--- config.mk ---
export PLATFORM = sky130hd
export DESIGN_NAME = pdpsm_power_state_manager
export DESIGN_NICKNAME = d
export VERILOG_FILES = /design/src/logic/pdpsm_pkg.sv /design/src/logic/pdpsm_power_state_manager.sv
export SDC_FILE = /design/constraint.sdc
export NUM_CORES = 1
export LEC_CHECK = 0
export ABC_AREA = 1
export BUFFER_PORTS_ARGS = -buffer_cell sky130_fd_sc_hd__clkbuf_2
export CORE_ASPECT_RATIO = 1.1
export CORE_MARGIN = 3
export CORE_UTILIZATION = 30
export CTS_CLUSTER_DIAMETER = 40
export DETAILED_ROUTE_END_ITERATION = 10
export PLACE_DENSITY_LB_ADDON = 0.3
export SYNTH_ARGS = -nofsm -noshare
export SYNTH_HDL_FRONTEND = slang
export SYNTH_SLANG_ARGS = --single-unit
--- constraint.sdc ---
create_clock -name clk -period 1.4 [get_ports clk]
set_input_delay 0.07 -clock clk [delete_from_list [all_inputs] [get_ports clk]]
set_output_delay 0.07 -clock clk [all_outputs]
set_load 0.02 [all_outputs]
--- src/logic/pdpsm_pkg.sv ---
package pdpsm_pkg;

	// power states
	typedef enum logic [1:0] {
		PS_ACTIVE,
		PS_IDLE,
		PS_SLEEP
	} pdpsm_state_t;

	// clk frequency in Hz, then core clock frequencies in kHz per state
	localparam int unsigned CLK_HZ         = 10000000;
	localparam int unsigned CORE_KHZ_ACT   = 12000;
	localparam int unsigned CORE_KHZ_IDLE  = 5000;
	localparam int unsigned CORE_KHZ_IDLMIN = 4000;
	localparam int unsigned CORE_KHZ_IDLMAX = 6000;
	localparam int unsigned CORE_KHZ_SLEEP = 100;

	// core clock select codes
	localparam logic [1:0] CSEL_12M  = 2'h0;
	localparam logic [1:0] CSEL_MID  = 2'h1;
	localparam logic [1:0] CSEL_100K = 2'h2;

	// clock/oscillator settings
	typedef struct packed {
		logic [1:0]  coreClkSel;
		logic [15:0] coreClkKhz;
		logic        osc24mEn;
		logic        osc100kEn;
	} pdpsm_clk_t;

	// feature enables
	typedef struct packed {
		logic typecDetEn;
		logic pdCommEn;
		logic i2cEn;
		logic spiEn;
		logic sinkOnly;
	} pdpsm_feat_t;

	// wake and sleep requests
	typedef struct packed {
		logic attachChg;
		logic pdMsg;
		logic i2cAddr;
		logic reqIdle;
		logic reqSleep;
	} pdpsm_evt_t;

	// boot configuration load status
	typedef struct packed {
		logic bootDone;
		logic loadViaSpi;
	} pdpsm_boot_t;

	localparam logic [15:0] KHZ_ACT   = 16'h2ee0;
	localparam logic [15:0] KHZ_IDLE  = 16'h1388;
	localparam logic [15:0] KHZ_SLEEP = 16'h0064;

	// cycles the clock switch needs to settle before features resume
	localparam int unsigned SETTLE_NS  = 1000;
	localparam int unsigned SETTLE_CYC =
		(SETTLE_NS * (CLK_HZ / 1000000) + 999) / 1000;

endpackage

--- src/logic/pdpsm_power_state_manager.sv ---
// Summary of operation
// - core clock 12 MHz active, 4-6 MHz idle, 100 kHz sleep
// - 24 MHz oscillator on in active and idle, off in sleep
// - 100 kHz oscillator enabled in every state
// - type-c attach/detach detection works in every state
// - pd messaging only while active
// - i2c served in active and idle, not in sleep
// - spi usable only while active
// - attach or detach in idle or sleep wakes to active
// - pd message wakes idle and is discarded; ignored in sleep
// - i2c traffic addressed to us wakes from idle or sleep
// - boot config bundle arrives over i2c or spi
// - i2c host interface configures and controls the device
// - internal 3v3 rail from bus power forces sink-only role
`timescale 1ns/10ps
module pdpsm_power_state_manager #(
	parameter int unsigned SETTLE = pdpsm_pkg::SETTLE_CYC
) (
	// clock and reset
	input  wire logic                   clk,
	input  wire logic                   srst,
	// pins from outside the domain
	input  wire logic                   attachDetPin,
	input  wire logic                   internal3v3FromBus,
	// events from same-clock logic
	input  wire pdpsm_pkg::pdpsm_evt_t  evtIn,
	input  wire logic                   pdMsgValid,
	input  wire logic                   bootLoadDone,
	input  wire logic                   bootLoadSpi,
	// outputs
	output logic                        pdMsgAccept,
	output pdpsm_pkg::pdpsm_state_t     powerState,
	output pdpsm_pkg::pdpsm_clk_t       clkCfg,
	output pdpsm_pkg::pdpsm_feat_t      featEn,
	output pdpsm_pkg::pdpsm_boot_t      bootStat,
	output logic                        attachEvt
);
	import pdpsm_pkg::*;

	////////////////////////////////////////////////////////////////////////
	typedef struct packed {
		logic [1:0]     attSync;
		logic [1:0]     busSync;
		logic           attPrev;
		pdpsm_state_t   state;
		logic [7:0]     settle;
		logic           dropPd;
		pdpsm_clk_t     clk;
		pdpsm_feat_t    feat;
		pdpsm_boot_t    boot;
		logic           pdAcc;
		logic           attEvt;
	} pdpsm_regs_t;

	pdpsm_regs_t r_q;
	pdpsm_regs_t r_d;

	// clock settings for a given state
	function automatic pdpsm_clk_t clkFor(input pdpsm_state_t s);
		pdpsm_clk_t c;
		c.osc100kEn = 1'b1;
		case (s)
			PS_ACTIVE: begin
				c.coreClkSel = CSEL_12M;
				c.coreClkKhz = KHZ_ACT;
				c.osc24mEn   = 1'b1;
			end
			PS_IDLE: begin
				c.coreClkSel = CSEL_MID;
				c.coreClkKhz = KHZ_IDLE;
				c.osc24mEn   = 1'b1;
			end
			default: begin
				c.coreClkSel = CSEL_100K;
				c.coreClkKhz = KHZ_SLEEP;
				c.osc24mEn   = 1'b0;
			end
		endcase
		return c;
	endfunction

	////////////////////////////////////////////////////////////////////////
	logic attChange;
	logic wake;
	logic settled;

	always_comb begin
		r_d = r_q;
		// second flop only feeds logic; first flop only feeds second
		r_d.attSync = {r_q.attSync[0], attachDetPin};
		r_d.busSync = {r_q.busSync[0], internal3v3FromBus};
		r_d.attPrev = r_q.attSync[1];
		attChange   = r_q.attSync[1] ^ r_q.attPrev;
		r_d.attEvt  = attChange | evtIn.attachChg;
		r_d.pdAcc   = 1'b0;
		settled     = (r_q.settle == 8'h00);
		wake        = 1'b0;

		// boot bundle status, latched once loaded
		if (bootLoadDone && !r_q.boot.bootDone) begin
			r_d.boot.bootDone   = 1'b1;
			r_d.boot.loadViaSpi = bootLoadSpi;
		end

		case (r_q.state)
			PS_ACTIVE: begin
				// an attach change or i2c address match in the same cycle beats a power-down request; a pd message does not
				if (attChange || evtIn.attachChg || evtIn.i2cAddr) begin
					r_d.state = PS_ACTIVE;
				end else if (evtIn.reqSleep) begin
					r_d.state = PS_SLEEP;
				end else if (evtIn.reqIdle) begin
					r_d.state = PS_IDLE;
				end
			end
			PS_IDLE: begin
				if (attChange || evtIn.attachChg) begin
					wake = 1'b1;
				end else if (evtIn.i2cAddr) begin
					wake = 1'b1;
				end else if (evtIn.pdMsg || pdMsgValid) begin
					wake       = 1'b1;
					r_d.dropPd = 1'b1;
				end else if (evtIn.reqSleep) begin
					r_d.state = PS_SLEEP;
				end
			end
			default: begin
				// pd traffic is no wake source here
				if (attChange || evtIn.attachChg) begin
					wake = 1'b1;
				end else if (evtIn.i2cAddr) begin
					wake = 1'b1;
				end
			end
		endcase

		if (wake) begin
			r_d.state  = PS_ACTIVE;
			r_d.settle = 8'(SETTLE);
		end else if (!settled) begin
			r_d.settle = r_q.settle - 8'h01;
		end

		r_d.clk = clkFor(r_d.state);

		// features follow the next state; active-only ones wait
		// for the clock switch to settle
		r_d.feat.typecDetEn = 1'b1;
		r_d.feat.pdCommEn = (r_d.state == PS_ACTIVE) && settled
			&& !wake;
		r_d.feat.spiEn = (r_d.state == PS_ACTIVE) && settled
			&& !wake;
		r_d.feat.i2cEn = (r_d.state != PS_SLEEP);
		r_d.feat.sinkOnly = r_q.busSync[1];

		// first message after pd wake is thrown away
		if (pdMsgValid && r_q.feat.pdCommEn) begin
			if (r_q.dropPd) begin
				r_d.dropPd = 1'b0;
			end else begin
				r_d.pdAcc = 1'b1;
			end
		end else if (r_q.state == PS_IDLE && !wake) begin
			r_d.dropPd = 1'b0;
		end
	end

	////////////////////////////////////////////////////////////////////////
	always_ff @(posedge clk) begin
		if (srst) begin
			r_q         <= '0;
			r_q.state   <= PS_ACTIVE;
			r_q.clk     <= clkFor(PS_ACTIVE);
			r_q.feat    <= 5'h1c;
		end else begin
			r_q <= r_d;
		end
	end

	assign pdMsgAccept = r_q.pdAcc;
	assign powerState  = r_q.state;
	assign clkCfg      = r_q.clk;
	assign featEn      = r_q.feat;
	assign bootStat    = r_q.boot;
	assign attachEvt   = r_q.attEvt;

endmodule

; ---- After elaboration in Yosys (flattened, before gate mapping)
; Index checks and enable logic that the tools add are counted.
[totals]
word_cells = 69
out_inout_bits = 31
reg_bits = 45
[op_classes]
eq_ne = 4
n_reduce_logical = 15
muxes = 26
addsub = 1
bitwise_logic = 3
[ops]
columns = cell, n
row1 = one-hot mux 19 bit (2 select lines), 1
row2 = two-way mux 2 bit, 8
row3 = two-way mux 1 bit, 13
row4 = logical NOT 8 bit, 1
row5 = two-way mux 4 bit, 2
row6 = subtractor 8 x 1 -> 8 bit (second input constant), 1
row7 = logical AND 1 bit, 5
row8 = equality test 2 x 1 -> 1 bit (second input constant), 2
row9 = logical NOT 2 bit, 2
row10 = != test 2 bit (second input constant), 2
row11 = one-hot mux 2 bit (2 select lines), 1
row12 = OR reduction 2 bit, 2
row13 = logical OR 1 bit, 3
row14 = logical NOT 1 bit, 2
row15 = one-hot mux 1 bit (2 select lines), 1
row16 = inverter 1 bit, 1
row17 = OR 1 bit, 1
row18 = XOR 1 bit, 1

; ---- Longest topological paths before layout
[logic_depth]
depth_word = 9
ltp_mapped = 10
depth_no_buf = 10

; ---- Worst setup path after synthesis
; Ideal clock, no wire load.
[synth_path]
path_type = reg-to-reg
startpoint = reg r_q[30] (netlist bit)
endpoint = reg r_q[31] (netlist bit)
setup_time_ns = 0.132
t_required_ns = 1.268
slack_ns = 0.079
stages_incl_launch_ff = 8
arrival_time_ns = 1.189
path_cell_list = dfxtp_1 > inv_1 > ha_1 > nand2_1 > nor2_2 > nand4_2 > o21ai_0 > a21oi_1
[synth_between]
elab_chain_cells = 3
[synth_rtl]
columns = element, line
row1 = "start, declared", pdpsm_power_state_manager.sv:55  ; pdpsm_regs_t r_q;
row2 = "start signal, assigned", pdpsm_power_state_manager.sv:177  ; r_q <= r_d;
row3 = subtractor 8 x 1 -> 8 bit, pdpsm_power_state_manager.sv:142  ; r_d.settle = r_q.settle - 8'h01;
row4 = two-way mux 4 bit, pdpsm_power_state_manager.sv:141  ; end else if (!settled) begin
row5 = two-way mux 4 bit, pdpsm_power_state_manager.sv:138  ; if (wake) begin
; Several ways; a longest one is shown, not always the timed one. The select of a mux whose other input is x is not followed.
; A chain may end at the register's enable or synchronous reset.

; ---- Worst setup path after layout
[layout_path]
startpoint = reg r_q[30] (netlist bit)
endpoint = reg r_q, in the netlist featEn[3]
[layout_between]
elab_chain_cells = 3
[layout_rtl]
columns = element, line
row1 = logical NOT 8 bit, pdpsm_power_state_manager.sv:96  ; settled = (r_q.settle == 8'h00);
row2 = logical AND 1 bit, pdpsm_power_state_manager.sv:150  ; r_d.feat.pdCommEn = (r_d.state == PS_ACTIVE) && settled
row3 = logical AND 1 bit, pdpsm_power_state_manager.sv:151  ; && !wake;
; Every way passes these cells.

==> flow_summary.yaml <==
synthesis:
  synthDistinctLibCells: 28
  synth.top_cell.area_share_pct: 41.5
  synth_sequential_area_ratio_pct: 41.5
  synth.top_cells.by_area: "dfxtp_1 (42%), buf_4 (16%), inv_1 (6.4%)"
  synth-seq-cells: 29
  yosys.area.top_type: "dfxtp_1"
  post_synth_instance_area_um2: 1400
  synth-warning-count: 0
  netlist_instances: 176
  post_synth.cell_area_avg_um2: 7.95
die:
  top_level_ports: 43
  fp.coreArea_um2: 4410
  initial_utilization_pct: 31.7
  fp-row-count: 25
  fp.dieW_um: 71.1
  floorplan.die_area_um2: 5520
  die-height_um: 77.6
clock_network:
  total_cts_buffers: 5
  cts.root.buffer_cell: "clkbuf_8"
  worstSkewPairLatency_ns: 0.27
  cts-root-to-sink-buffers: 2
  cts-htree-levels: 2
  tritoncts: "done"
  clock-sinks: 29
  clk_pin_slew_worst_paths_ns: 0.06
setup_path:
  crit_path_frequent_cell: "nor2_4"
  startpoint_type_of_the_worst_setup_path: "register"
  end_kind: "register"
  critical_path.n_buffers_inverters: 1
  ff2ff_path_depth: 8
  crit_type: "reg2reg"
  timing.critical_path.slowest_cell_delay_ns: 0.34
  critical_path_required_ns: 1.62
  critical_path_arrival_ns: 1.54
  cp_top_family: "simple AND/OR/NAND/NOR gates"
  worst_path_max_delay_cell: "dfxtp_2"
  critical_path_cell_count: 8
  critical_path.max_fanout: 5
  path_cells: "inv_1, ha_2, nand2_2, nor2_4, nand4_4, nor2_4, nand3_2, nand2_1"
grt:
  gr-total-overflow: 0
  globalRouteTotalUtil_pct: 9.55
  number_of_antenna_violations_at_the_first_check_in_global_routing: 0
  maximum_number_of_pins_on_one_net_before_global_route_repair: 13
  grt_pass1_vias: 965
  first_pass_grt_wire_length_mm: 4.11
placed_design:
  place.detailed.hpwl_mm: 1.86
  place_worst_setup_slack_ns: 0.0387
  buffer_ports.inserted: 35
  place.gp.congestion: 0.752
  place_area_um2: 1470
  placed_cells_incl_taps: 244
finish:
  layout.cells.most_common: "clkbuf_2"
  post_route_cells_drive_above_1_share_pct: 43.3
  area_growth_pct: 20.5
  n_fill_cell: 473
  stdcell_count: 257
  postLayoutCellArea_um2: 1690
  num-nets-final: 215
  antenna-diode-count: 0
  top_library_cells_by_usage_in_the_layout_fill_and_taps_aside: "clkbuf_2 (35), dfxtp_1 (26), inv_1 (23), nor2_1 (18), nand2_1 (14)"
detailed_routing:
  initialDrtViolationCount: 26
  totalWireLength_mm: 2.44
  first_pass_iters: 4
  routed_via_density: 4.11
  routed_wire_length_per_instance_um: 9.48
  postRouteAntennaNets: 0
  num_vias: 1055
  post-route-drc-count: 0
power:
  power_leakage_nw: 0.807
  vdd_ir_drop_max_v: 0.000642
  powerDensity_nw_per_um2: 1740
timing:
  max_freq_ghz: 0.756
  layout_min_cycle_time_ns: 1.32
  setup_ws_ns: 0.0777
  final-hold-violation-count: 0
  clock-skew-final_ns: 0.00565
  final.period_utilization_pct: 94.4
  setup_violations: 0
  final_count_of_pins_violating_max_slew: 0
hold_path:
  worstHoldPathType: "in2reg"
  holdPathStages: 3
run_status:
  status: "finished, final reports clean"
run:
  cap_violations: 0
-- worst paths after layout --
| check | startpoint | end | slack, ns |
|---|---|---|---|
| worst max-delay path | r_q[30] | featEn[3] | 0.08 |
| worst min-delay path | pdMsgValid | pdMsgAccept | 0.02 |
| worst max register to register | r_q[30] | featEn[3] | 0.08 |
| worst min register to register | r_d[44] | r_d[40] | 0.39 |
-- logic make-up after synthesis --
group                    Yosys count  share of synthesized area [%]
AO/OA/AOI/OAI                     13                           5.55
XOR/XNOR                           2                           1.25
adder cells (fa/ha/maj)            1                          0.894
buffers and inverters             57                           23.1
flip-flops                        29                           41.5
other                              2                          0.537
AND/OR/NAND/NOR                   72                           27.2
-- worst register-to-register path: stages, from the launching register on --
cell     delay [ns]
dfxtp_2        0.34
inv_1          0.08
ha_2           0.19
nand2_2        0.08
nor2_4         0.14
nand4_4        0.15
nor2_4         0.14
nand3_2        0.09
nand2_1        0.07
-- registers in the layout (all words and copies together), names as in the netlist --
| signal | flops |
|---|---|
| attachEvt | 1 |
| r_q | 10 |
| featEn | 4 |
| clkCfg | 5 |
| r_d | 4 |
| pdMsgAccept | 1 |
| bootStat | 2 |
| powerState | 2 |
-- final cells by class --
class                   count  area [um^2]  area share [%]
flip-flops and latches     29          584            34.7
multi-input cells          95          568            33.7
repair buffers             44          248            14.7
inverters                  27          101            6.01
clock buffers               7         86.3            5.12
well taps                  54         67.6            4.01
clock inverters             1         30.0            1.78
-- layer usage --
metal / GRT usage (%) / part of all wire, % / vias to the layer above
met5: 0 / 0 / -
met4: 5.08 / 1.8 / 0
met3: 4.02 / 6.0 / 5
met2: 16.0 / 49 / 27
met1: 10.1 / 43 / 471
li1: - / - / 552
-- cell usage after synthesis --
library cell	instances
a21oi_1	5
a21oi_2	2
a31oi_1	1
buf_4	29
clkbuf_1	1
conb_1	2
dfxtp_1	29
ha_1	1
inv_1	24
inv_2	3
nand2_1	19
nand2_2	2
nand2_4	3
nand3_1	7
nand3_2	1
nand3_4	1
nand4_1	2
nand4_2	1
nor2_1	19
nor2_2	7
nor2_4	1
nor3_1	6
o21ai_0	3
o21ai_1	1
o21ai_2	1
or2_2	3
xnor2_1	1
xor2_1	1
-- power breakdown --
part	switching [mW]	leakage, nW	internal (mW)
combinational	0.573	0.509	0.401
sequential	0.106	0.240	0.968
clock	0.300	0.0585	0.579
-- repair_timing --
| action | in CTS | in global routing |
|---|---|---|
| setup buffers | 0 | 3 |
| resized for setup | 0 | 19 |
| hold buffers | 2 | 0 |
| endpoints found under the hold margin | 2 | 0 |
| setup endpoints to repair | 0 | 14 |
-- through the flow --
| stage | util (%) | TNS [ns] | total power, mW | hold WS, ns |
|---|---|---|---|---|
| global route | 38.2 | -0.0267 | 3.14 | 0.0315 |
| finish | 38.2 | 0 | 2.93 | 0.0205 |
| detailed placement | 33.3 | 0 | 1.91 | 0.265 |
| global placement | 33.3 | 0 | 1.90 | 0.268 |
| floorplan | - | 0 | 1.77 | 0.147 |
| CTS | 36.4 | 0 | 2.81 | 0.0126 |
No activity file was read; power rests on OpenSTA's default activity.
